File: src/wdt_pkg.sv
// Shared constants for the watchdog / free-running timer
package wdt_pkg;

  ////////////////////////////////////////////////////////////////////////////
  // Register offsets (byte offsets on the 16-bit peripheral port)
  localparam logic [4:0] WDT_OFS_MODE_CONTROL = 5'h00;
  localparam logic [4:0] WDT_OFS_CLOCK_DIVIDER = 5'h04;
  localparam logic [4:0] WDT_OFS_PRELOAD = 5'h08;
  localparam logic [4:0] WDT_OFS_COUNTER = 5'h0C;
  localparam logic [4:0] WDT_OFS_STATUS = 5'h10;
  localparam logic [4:0] WDT_OFS_MASK = 5'h14;
  localparam logic [4:0] WDT_OFS_KEY = 5'h18;

  ////////////////////////////////////////////////////////////////////////////
  // Field positions
  localparam int WDT_BIT_WDOG_ENABLE = 0;
  localparam int WDT_BIT_START_COUNTING = 1;
  localparam int WDT_BIT_EXT_CLOCK_SELECT = 2;
  localparam int WDT_BIT_END_COUNT_PENDING = 0;
  localparam int WDT_BIT_END_COUNT_IRQ_MASK = 0;

  ////////////////////////////////////////////////////////////////////////////
  // Reset values
  localparam logic [15:0] WDT_RST_MODE_CONTROL = 16'h0000;
  localparam logic [7:0] WDT_RST_DIVIDE_FACTOR = 8'hFF;
  localparam logic [15:0] WDT_RST_PRELOAD = 16'hFFFF;
  localparam logic [15:0] WDT_RST_COUNTER = 16'hFFFF;

  ////////////////////////////////////////////////////////////////////////////
  // Key sequence and end-of-count value
  localparam logic [15:0] WDT_KEY_FIRST = 16'hA55A;
  localparam logic [15:0] WDT_KEY_SECOND = 16'h5AA5;
  localparam logic [15:0] WDT_COUNT_END = 16'h0000;

  // Least external clock period, in system clock periods
  localparam int WDT_EXT_MIN_PERIOD_CYC = 4;

  // Key sequence tracker
  typedef enum logic {
    WDT_KEY_IDLE = 1'b0,
    WDT_KEY_ARMED = 1'b1
  } wdt_key_e;

endpackage : wdt_pkg

File: src/wdt_edge_sync.sv
`timescale 1ns/100ps
`default_nettype none

// Two-stage synchroniser with rising edge detect on the second stage
module wdt_edge_sync (
  input wire logic clk_i,    // System clock
  input wire logic rst_b_i,  // Synchronous reset, active low
  input wire logic async_i,  // Asynchronous level in
  output logic rise_o        // One-cycle pulse on a rising edge
);

  logic meta;
  logic sync;
  logic sync_d;
  logic next_meta;
  logic next_sync;
  logic next_sync_d;
  logic next_rise;

  // Next values; first stage feeds only the second stage
  always_comb begin
    next_meta = async_i;
    next_sync = meta;
    next_sync_d = sync;
    next_rise = sync & ~sync_d;
  end

  // Register stage
  always_ff @(posedge clk_i) begin
    if (!rst_b_i) begin
      meta <= 1'b0;
      sync <= 1'b0;
      sync_d <= 1'b0;
      rise_o <= 1'b0;
    end else begin
      meta <= next_meta;
      sync <= next_sync;
      sync_d <= next_sync_d;
      rise_o <= next_rise;
    end
  end

endmodule : wdt_edge_sync

`default_nettype wire

File: src/wdt_timer.sv
// How it works
// - Timer mode until watchdog enable written
// - Start bit loads preload, clear stops counting
// - Zero count flags end, reloads preload
// - Timer keeps reloading until start cleared
// - Restart reloads counter and prescaler both
// - New divide factor applies only on reload
// - Ext select picks ext clock, slow enough
// - Ext select write ignored in watchdog mode
// - Watchdog enable locks; start bit ignored
// - Watchdog entry loads; zero requests reset
// - Key pair A55A then 5AA5 reloads counter
// - Registers accessed only as 16-bit words
// - Reserved bits ignore writes, read zero
// - Counter register reads live count
// - Count clock divided by factor plus one
// - Key ignored off watchdog, reads zero
// - Pending flag: hardware sets, software clears
// - Irq forwarded only while mask set
`timescale 1ns/100ps
`default_nettype none

module wdt_timer (
  input wire logic clk_i,                  // System clock, 40 MHz
  input wire logic rst_b_i,                // Synchronous reset, active low
  input wire logic external_count_clock_i, // Slow external count clock
  input wire logic [4:0] addr_i,           // Register byte offset
  input wire logic wr_i,                   // Word write strobe
  input wire logic rd_i,                   // Word read strobe
  input wire logic [15:0] wdata_i,         // Write data
  output logic [15:0] rdata_o,             // Read data, next cycle
  output logic end_count_irq_o,            // End-of-count irq, level
  output logic system_reset_request_o      // Watchdog reset, sticky
);
  import wdt_pkg::*;

  ////////////////////////////////////////////////////////////////////////////
  // State
  logic wdog_enable;
  logic start_counting;
  logic ext_clock_select;
  logic [7:0] divide_factor;
  logic [15:0] preload_value;
  logic [15:0] count;
  logic [7:0] psc_count;
  logic [7:0] psc_active;
  logic end_count_pending;
  logic end_count_irq_mask;
  wdt_key_e key_state;

  logic next_wdog_enable;
  logic next_start_counting;
  logic next_ext_clock_select;
  logic [7:0] next_divide_factor;
  logic [15:0] next_preload_value;
  logic [15:0] next_count;
  logic [7:0] next_psc_count;
  logic [7:0] next_psc_active;
  logic next_end_count_pending;
  logic next_end_count_irq_mask;
  wdt_key_e next_key_state;
  logic [15:0] next_rdata;
  logic next_irq;
  logic next_reset_req;

  logic ext_rise;
  logic wr_ctrl;
  logic wr_key;
  logic reload;
  logic running;
  logic tick;
  logic dec;
  logic end_event;

  ////////////////////////////////////////////////////////////////////////////
  // External clock edge detect
  wdt_edge_sync u_ext_sync (
    .clk_i(clk_i),
    .rst_b_i(rst_b_i),
    .async_i(external_count_clock_i),
    .rise_o(ext_rise)
  );

  ////////////////////////////////////////////////////////////////////////////
  // Counting datapath and register writes
  always_comb begin
    wr_ctrl = wr_i && (addr_i == WDT_OFS_MODE_CONTROL);
    wr_key = wr_i && (addr_i == WDT_OFS_KEY) && wdog_enable;

    next_wdog_enable = wdog_enable;
    next_start_counting = start_counting;
    next_ext_clock_select = ext_clock_select;
    next_divide_factor = divide_factor;
    next_preload_value = preload_value;
    next_end_count_irq_mask = end_count_irq_mask;
    next_key_state = key_state;
    reload = 1'b0;

    // Mode control write
    if (wr_ctrl) begin
      if (!wdog_enable) begin
        next_ext_clock_select = wdata_i[WDT_BIT_EXT_CLOCK_SELECT];
        next_start_counting = wdata_i[WDT_BIT_START_COUNTING];
        if (wdata_i[WDT_BIT_WDOG_ENABLE]) begin
          next_wdog_enable = 1'b1;
          next_start_counting = 1'b0;
          reload = 1'b1;
        end else if (wdata_i[WDT_BIT_START_COUNTING] &&
                     !start_counting) begin
          reload = 1'b1;
        end
      end
    end

    // Word-wide register writes, reserved bits dropped
    if (wr_i && addr_i == WDT_OFS_CLOCK_DIVIDER) begin
      next_divide_factor = wdata_i[7:0];
    end
    if (wr_i && addr_i == WDT_OFS_PRELOAD) begin
      next_preload_value = wdata_i;
    end
    if (wr_i && addr_i == WDT_OFS_MASK) begin
      next_end_count_irq_mask = wdata_i[WDT_BIT_END_COUNT_IRQ_MASK];
    end

    // Key sequence; other registers may be accessed between the two writes, any other key value disarms
    if (wr_key) begin
      if (key_state == WDT_KEY_ARMED && wdata_i == WDT_KEY_SECOND) begin
        next_key_state = WDT_KEY_IDLE;
        reload = 1'b1;
      end else if (wdata_i == WDT_KEY_FIRST) begin
        next_key_state = WDT_KEY_ARMED;
      end else begin
        next_key_state = WDT_KEY_IDLE;
      end
    end

    // Prescaler: one decrement per (factor + 1) count clock ticks
    running = wdog_enable || start_counting;
    tick = ext_clock_select ? ext_rise : 1'b1;
    dec = running && tick && (psc_count == 8'h00);
    end_event = dec && (count == WDT_COUNT_END);

    next_count = count;
    next_psc_count = psc_count;
    next_psc_active = psc_active;
    if (reload) begin
      next_count = preload_value;
      next_psc_count = divide_factor;
      next_psc_active = divide_factor;
    end else if (running && tick) begin
      if (psc_count == 8'h00) begin
        next_psc_count = psc_active;
        if (count == WDT_COUNT_END) begin
          next_count = preload_value;
        end else begin
          next_count = count - 16'h0001;
        end
      end else begin
        next_psc_count = psc_count - 8'h01;
      end
    end

    // Pending flag; a new end event wins over a clear
    next_end_count_pending = end_count_pending;
    if (wr_i && addr_i == WDT_OFS_STATUS &&
        !wdata_i[WDT_BIT_END_COUNT_PENDING]) begin
      next_end_count_pending = 1'b0;
    end
    if (end_event && !wdog_enable) begin
      next_end_count_pending = 1'b1;
    end

    next_irq = next_end_count_pending && next_end_count_irq_mask;
    next_reset_req = system_reset_request_o ||
                     (end_event && wdog_enable);
  end

  ////////////////////////////////////////////////////////////////////////////
  // Read mux, unmapped offsets read zero
  always_comb begin
    next_rdata = 16'h0000;
    if (rd_i) begin
      case (addr_i)
        WDT_OFS_MODE_CONTROL: begin
          next_rdata[WDT_BIT_WDOG_ENABLE] = wdog_enable;
          next_rdata[WDT_BIT_START_COUNTING] = start_counting;
          next_rdata[WDT_BIT_EXT_CLOCK_SELECT] = ext_clock_select;
        end
        WDT_OFS_CLOCK_DIVIDER: begin
          next_rdata[7:0] = divide_factor;
        end
        WDT_OFS_PRELOAD: begin
          next_rdata = preload_value;
        end
        WDT_OFS_COUNTER: begin
          next_rdata = count;
        end
        WDT_OFS_STATUS: begin
          next_rdata[WDT_BIT_END_COUNT_PENDING] = end_count_pending;
        end
        WDT_OFS_MASK: begin
          next_rdata[WDT_BIT_END_COUNT_IRQ_MASK] = end_count_irq_mask;
        end
        WDT_OFS_KEY: begin
          next_rdata = 16'h0000;
        end
        default: begin
          next_rdata = 16'h0000;
        end
      endcase
    end
  end

  ////////////////////////////////////////////////////////////////////////////
  // Register stage
  always_ff @(posedge clk_i) begin
    if (!rst_b_i) begin
      wdog_enable <= WDT_RST_MODE_CONTROL[WDT_BIT_WDOG_ENABLE];
      start_counting <= WDT_RST_MODE_CONTROL[WDT_BIT_START_COUNTING];
      ext_clock_select <= WDT_RST_MODE_CONTROL[WDT_BIT_EXT_CLOCK_SELECT];
      divide_factor <= WDT_RST_DIVIDE_FACTOR;
      preload_value <= WDT_RST_PRELOAD;
      count <= WDT_RST_COUNTER;
      psc_count <= WDT_RST_DIVIDE_FACTOR;
      psc_active <= WDT_RST_DIVIDE_FACTOR;
      end_count_pending <= 1'b0;
      end_count_irq_mask <= 1'b0;
      key_state <= WDT_KEY_IDLE;
      rdata_o <= 16'h0000;
      end_count_irq_o <= 1'b0;
      system_reset_request_o <= 1'b0;
    end else begin
      wdog_enable <= next_wdog_enable;
      start_counting <= next_start_counting;
      ext_clock_select <= next_ext_clock_select;
      divide_factor <= next_divide_factor;
      preload_value <= next_preload_value;
      count <= next_count;
      psc_count <= next_psc_count;
      psc_active <= next_psc_active;
      end_count_pending <= next_end_count_pending;
      end_count_irq_mask <= next_end_count_irq_mask;
      key_state <= next_key_state;
      rdata_o <= next_rdata;
      end_count_irq_o <= next_irq;
      system_reset_request_o <= next_reset_req;
    end
  end

endmodule : wdt_timer

`default_nettype wire

File: config.mk
export PLATFORM = sky130hd
export DESIGN_NAME = wdt_timer
export DESIGN_NICKNAME = d
export VERILOG_FILES = /design/src/wdt_pkg.sv /design/src/wdt_edge_sync.sv /design/src/wdt_timer.sv
export SDC_FILE = /design/constraint.sdc
export NUM_CORES = 1
export LEC_CHECK = 0
export ABC_AREA = 1
export BUFFER_PORTS_ARGS = -buffer_cell sky130_fd_sc_hd__clkbuf_2
export CAP_MARGIN = 20
export CORE_ASPECT_RATIO = 0.6
export CORE_MARGIN = 2
export CORE_UTILIZATION = 60
export CTS_BUF_LIST = sky130_fd_sc_hd__clkbuf_8
export CTS_CLUSTER_SIZE = 25
export DETAILED_ROUTE_END_ITERATION = 8
export PLACE_DENSITY = 0.81
export SYNTH_ARGS = -nofsm -noshare
export SYNTH_HDL_FRONTEND = slang
export SYNTH_HIERARCHICAL = 1
export SYNTH_SLANG_ARGS = --single-unit
File: constraint.sdc
create_clock -name clk_i -period 2.65 [get_ports clk_i]
set_clock_uncertainty 0.15 [all_clocks]
set_input_delay 0.3975 -clock clk_i [delete_from_list [all_inputs] [get_ports clk_i]]
set_output_delay 0.3975 -clock clk_i [all_outputs]
set_load 0.005 [all_outputs]
== After elaboration in Yosys (flattened, before gate mapping) ==
Index checks and enable logic that the tools add are counted.
Operators by class
  add/sub/neg operators: 2
  equality and inequality tests: 8
  multiplexer cells: 26
  bitwise operators: 3
  reductions and logical operators: 29
Operator list (number)
  16-bit 2-to-1 mux: 4
  8-bit 2-to-1 mux: 3
  16-bit by 15-bit == test with 1-bit output, second input constant: 1
  16-bit == test, second input constant: 1
  1-bit logical AND: 16
  16-bit logical NOT: 1
  8-bit case mux with 2 select lines: 1
  16-bit by 1-bit subtractor with 16-bit output, second input constant: 1
  5-bit == test, second input constant: 3
  1-bit 2-to-1 mux: 15
  5-bit case mux with 3 select lines: 1
  5-bit by 4-bit == test with 1-bit output, second input constant: 2
  8-bit logical NOT: 1
  2-bit case mux with 4 select lines: 1
  8-bit by 1-bit subtractor with 8-bit output, second input constant: 1
  1-bit case mux with 6 select lines: 1
  2-bit AND reduction: 3
  5-bit by 3-bit == test with 1-bit output, second input constant: 1
  5-bit logical NOT: 1
  2-bit nonzero test: 2
  1-bit logical NOT: 3
  1-bit logical OR: 2
  1-bit inverter: 2
  1-bit AND: 1
Word-level totals
  register bits: 84
  bits of input ports: 26
  output and inout bits: 18
  word-level logic and storage cells: 86

== Logic depth before layout (Yosys ltp) ==
  depth after elaboration: 10
  gate-level depth with buffers: 12

== Hierarchy ==
The synthesis kept the hierarchy.
By module, submodules not included
  wdt_timer: times used 1, cells an instance 597, area each 4080.2 µm²
  wdt_edge_sync: times used 1, cells an instance 11, area each 108.9 µm²

== Worst setup path after synthesis ==
Ideal clock, no wire load.
  path type: input to register
  start point: input wr_i
  end point: register count[5]
  arrival: 1369 ps
  required time: 2387 ps
  path slack: 1018 ps
  cell stages on the path: 9
  buffers on the path: 2
  cells stage by stage: buf_4 > nand3_1 > nor2_2 > nand3_4 > nand3_2 > buf_6 > nand2_1 > nand3_1 > nand2_1
On the way
  cells in the longest elaborated chain, start to end: 6
  elaborated cells between the ends (all ways): 10
  classes of those cells: mux (4); reduce/logical (6)
RTL lines
  start, declared: line wdt_timer.sv:28  | input wire logic wr_i,
  1-bit logical AND: line wdt_timer.sv:87  | wr_ctrl = wr_i && (addr_i == WDT_OFS_MODE_CONTROL);
  1-bit 2-to-1 mux: line wdt_timer.sv:100  | if (wr_ctrl) begin
  1-bit 2-to-1 mux: line wdt_timer.sv:128  | if (key_state == WDT_KEY_ARMED && wdata_i == WDT_KEY_SECOND) begin
  1-bit 2-to-1 mux (*): line wdt_timer.sv:127  | if (wr_key) begin
  2-bit nonzero test (no source line)
  2-bit AND reduction (no source line)
  end signal, assigned: line wdt_timer.sv:239  | count <= next_count;
  end, declared: line wdt_timer.sv:44  | logic [15:0] count;
Every way passes the cells marked *; elsewhere a longest branch is shown, timed or not.
A chain may end at the register's enable or synchronous reset.

== Final worst setup path ==
  start point: register psc_count[0]
  end point: register count[7]
On the way
  cells in the longest elaborated chain, start to end: 3
RTL lines
  start, declared: line wdt_timer.sv:45  | logic [7:0] psc_count;
  start signal, assigned: line wdt_timer.sv:240  | psc_count <= next_psc_count;
  8-bit logical NOT: line wdt_timer.sv:152  | if (psc_count == 8'h00) begin
  2-bit nonzero test (no source line)
  2-bit AND reduction (no source line)
No other way between the ends.

==> summary.md <==
| Metric | Value |
|---|---|
| Pint | `roughly 1.8 mW` |
| Crit share post-route | `78.96%` |
| Switching share of total power | `23.11%` |
| Seq cells post-synth | `84` |
| Skew-Pair Late Insertion Delay | `approximately 360 ps` |
| Max_cap viols | `0` |
| Largest net degree at the start of global routing | `33` |
| Die Y-Extent | `68.73 um` |
| Clk sink count | `84` |
| GRT busiest layer | `met1` |
| Final Wtd Congestion | `0.9485` |
| PortBufs | `between 40 and 50` |
| PwrDens | `520.5 nW/um2` |
| GR met2 Demand/Resource | `39.70%` |
| Worst-margin pin slew | `575.6 ps` |
| Worst hold-check path type | `primary input to register` |
| Vias in the first global route | `approximately 3500` |
| Most frequent cells in the layout | `149 x nand2_1, 98 x inv_1, 84 x dfxtp_1, 49 x nand3_1` |
| Slew headroom | `61.49%` |
| Setup ws final | `557.5 ps` |
| Psw | `around 0.56 mW` |
| Yosys warns | `6` |
| Status | `finished clean` |
| CP Class | `register to register` |
| Peak Freq | `477.9 MHz` |
| Ys flop type | `dfxtp_1` |
| Via-per-instance ratio | `5.503` |
| Critical path peak fanout | `32` |
| Register area | `1682 um2` |
| Setup TNS | `0 ps` |
| Type of origin of the critical path | `register` |
| Final setup fails | `0` |
| Layout cells sized above 1 | `12.79%` |
| Post_cts resized | `0` |
| Root Driver | `clkbuf_8` |
| Tmin final | `2093 ps` |
| Core area | `6705 um2` |
| Crit path cell chain | `inv_1 -> ha_1 -> inv_1 -> nor2_1 -> nand2_2 -> inv_2 -> nand2_2 -> nand3_4 -> o21ai_0 -> inv_1 -> nand2_1` |
| Initial Util | `between 60% and 70%` |
| Syn-to-layout area delta | `10.22%` |
| Remaining DRCs | `0` |
| Multi-input gate area | `1999 um2` |
| Clock slew at reported path FFs | `80 ps` |
| Num ports | `44` |
| Syn_area_per_cell | `slightly below 7 um2` |
| Register share of total power | `53.8%` |
| CP most frequent cell | `inv_1` |
| CTS Hold Buffers Added | `0` |
| Post-route ant nets | `0` |
| Comb power frac | `6.2%` |
| Area of the mapped netlist | `approximately 4200 um2` |
| Post-synth ARST share | `0%` |
| Setup Buffers After CTS | `0` |
| Max rail drop VDD | `approximately 0.37 mV` |
| Met3 capacity usage during global routing | `a little under an eighth` |
| Syn_nets | `638` |
| DP HPWL | `7930 um` |
| H-tree level count | `3` |
| Fill count | `553` |
| Post-synthesis cell type count | `40` |
| Pre-CTS setup slack | `651.6 ps` |
| Worst EP required | `approximately 2800 ps` |
| Routed len/inst | `between 10 and 15 um` |
| Mapped Cells | `608` |
| DRT iter0 DRCs | `447` |
| Slowest CP cell | `dfxtp_1` |
| WP data arrival | `2250 ps` |
| Max-slew violation count | `0` |
| Routed WL | `10740 um` |
| Clock share of power | `40.0%` |
| Routed vias | `slightly above 4000` |
| Number of inserted diodes | `0` |
| Final Hold Vio Count | `0` |
| LEAKAGE | `2.487 nW` |
| Number of cell rows | `23` |
| GRT Overall Usage | `between 20 and 30%` |
| Most common cell after layout, fill and taps aside | `nand2_1` |
| DR pass1 iterations | `5` |
| Congestion Overflow GR | `0` |
| Seq/Total Area, Yosys | `40.14%` |
| RSZ-0062 raised after global routing | `false` |
| Clock Path Buffers | `2` |
| Met1 Resource Use GR | `between 40 and 50%` |
| Die Area | `7688 um2` |
| Post-synth EDFFs | `0` |
| Initial antenna violation count | `0` |
| First-pass GRT wire length | `17060 um` |
| CTS tree | `built` |
| Die width | `111.9 um` |
| Crit end category | `register` |
| Fin nets | `675` |
| Max incr delay on CP | `around 340 ps` |
| TritonCTS Buffers | `9` |
[Yosys cell counts, types with 3 or more instances]
master    count  area, um2
o211ai_1      5      37.54
nand2_1     149      559.3
nor2_2        5      31.28
xor2_1       12      105.1
buf_4         3      22.52
nor2_4        4      45.04
o21ai_0      43      215.2
nor2_1       42      157.7
buf_2         4      20.02
nand3_1      49      245.2
dfxtp_1      84       1682
o221ai_1      5      43.79
ha_1          4      50.05
inv_2         6      22.52
buf_6         4      45.04
clkbuf_1      7      26.28
nor3_1        6      30.03
nand4_1       3      18.77
nand2_2       4      25.02
o21ai_1       9      45.04
inv_1        96      360.4
a21oi_1      42      210.2
[power by group through the flow]
stage / clock (mW) / combinational, mW / sequential (mW)
floorplan: 0 / 0.0904 / 1.32
global placement: 0 / 0.141 / 1.32
detailed placement: 0 / 0.145 / 1.32
CTS: 0.981 / 0.146 / 1.29
global route: 1.03 / 0.165 / 1.29
finish: 0.961 / 0.149 / 1.29
[state kept, by name, summed over array words and instances, names as in the netlist, 8 cells and up]
name           count
count             16
divide_factor      8
preload_value     16
psc_active         8
psc_count          8
rdata_o           16
[layer usage]
| metal | wire length [um] | part of all wire, % |
|---|---|---|
| met5 | 0 | 0 |
| met4 | 138 | 1.3 |
| met3 | 1383 | 13 |
| met2 | 4171 | 39 |
| met1 | 5045 | 47 |
[metrics by stage]
| step | instance area (um2) | util, % | power, mW | hold WS, ps | std cells |
|---|---|---|---|---|---|
| 2_1_floorplan | 4189 | - | 1.409 | 234.1 | 608 |
| 3_3_place_gp | 4410 | 65.78 | 1.462 | 236.6 | 721 |
| 3_5_place_dp | 4410 | 65.78 | 1.466 | 244.1 | 721 |
| 4_1_cts | 4617 | 68.86 | 2.419 | 44.25 | 736 |
| 5_1_grt | 4617 | 68.86 | 2.491 | 40.93 | 736 |
| 6_report | 4617 | 68.86 | 2.403 | 60.32 | 736 |
[worst max-delay path, delay by kind of cell (launching register included)]
kind / cells / cell delay (ps)
buffers and inverters: 4 / 300
AO/OA/AOI/OAI: 1 / 290
flip-flops: 1 / 340
adder cells (fa/ha/maj): 1 / 220
AND/OR/NAND/NOR: 5 / 730
[logic make-up after synthesis]
kind of cell / after synthesis / share of synthesized area, %
adders and majority gates: 4 / 1.195
and+or+nand+nor: 274 / 29.57
DFF: 84 / 40.14
AOI/OAI and AO/OA: 109 / 14.04
xor gates and xnor gates: 14 / 2.927
buffers and inverters: 123 / 12.13
[worst paths after layout]
path                          startpoint           endpoint  slack, ps  depth (start not counted)
setup / recovery            psc_count[0]           count[7]        560                         11
hold / removal    external_count_clock_i    u_ext_sync/meta         60                          3
setup reg to reg            psc_count[0]           count[7]        560                         11
hold reg to reg        u_ext_sync/sync_d  u_ext_sync/rise_o        260                          1
[layout make-up]
class,count,share of cell area [%]
clock inverter,6,1.789
sequential,84,36.42
inverter,104,8.455
clock buffer,9,2.683
multi-input combinational,401,43.31
tap,87,2.358
timing repair buffer,45,4.986
Power figures use the tool's default switching activity.
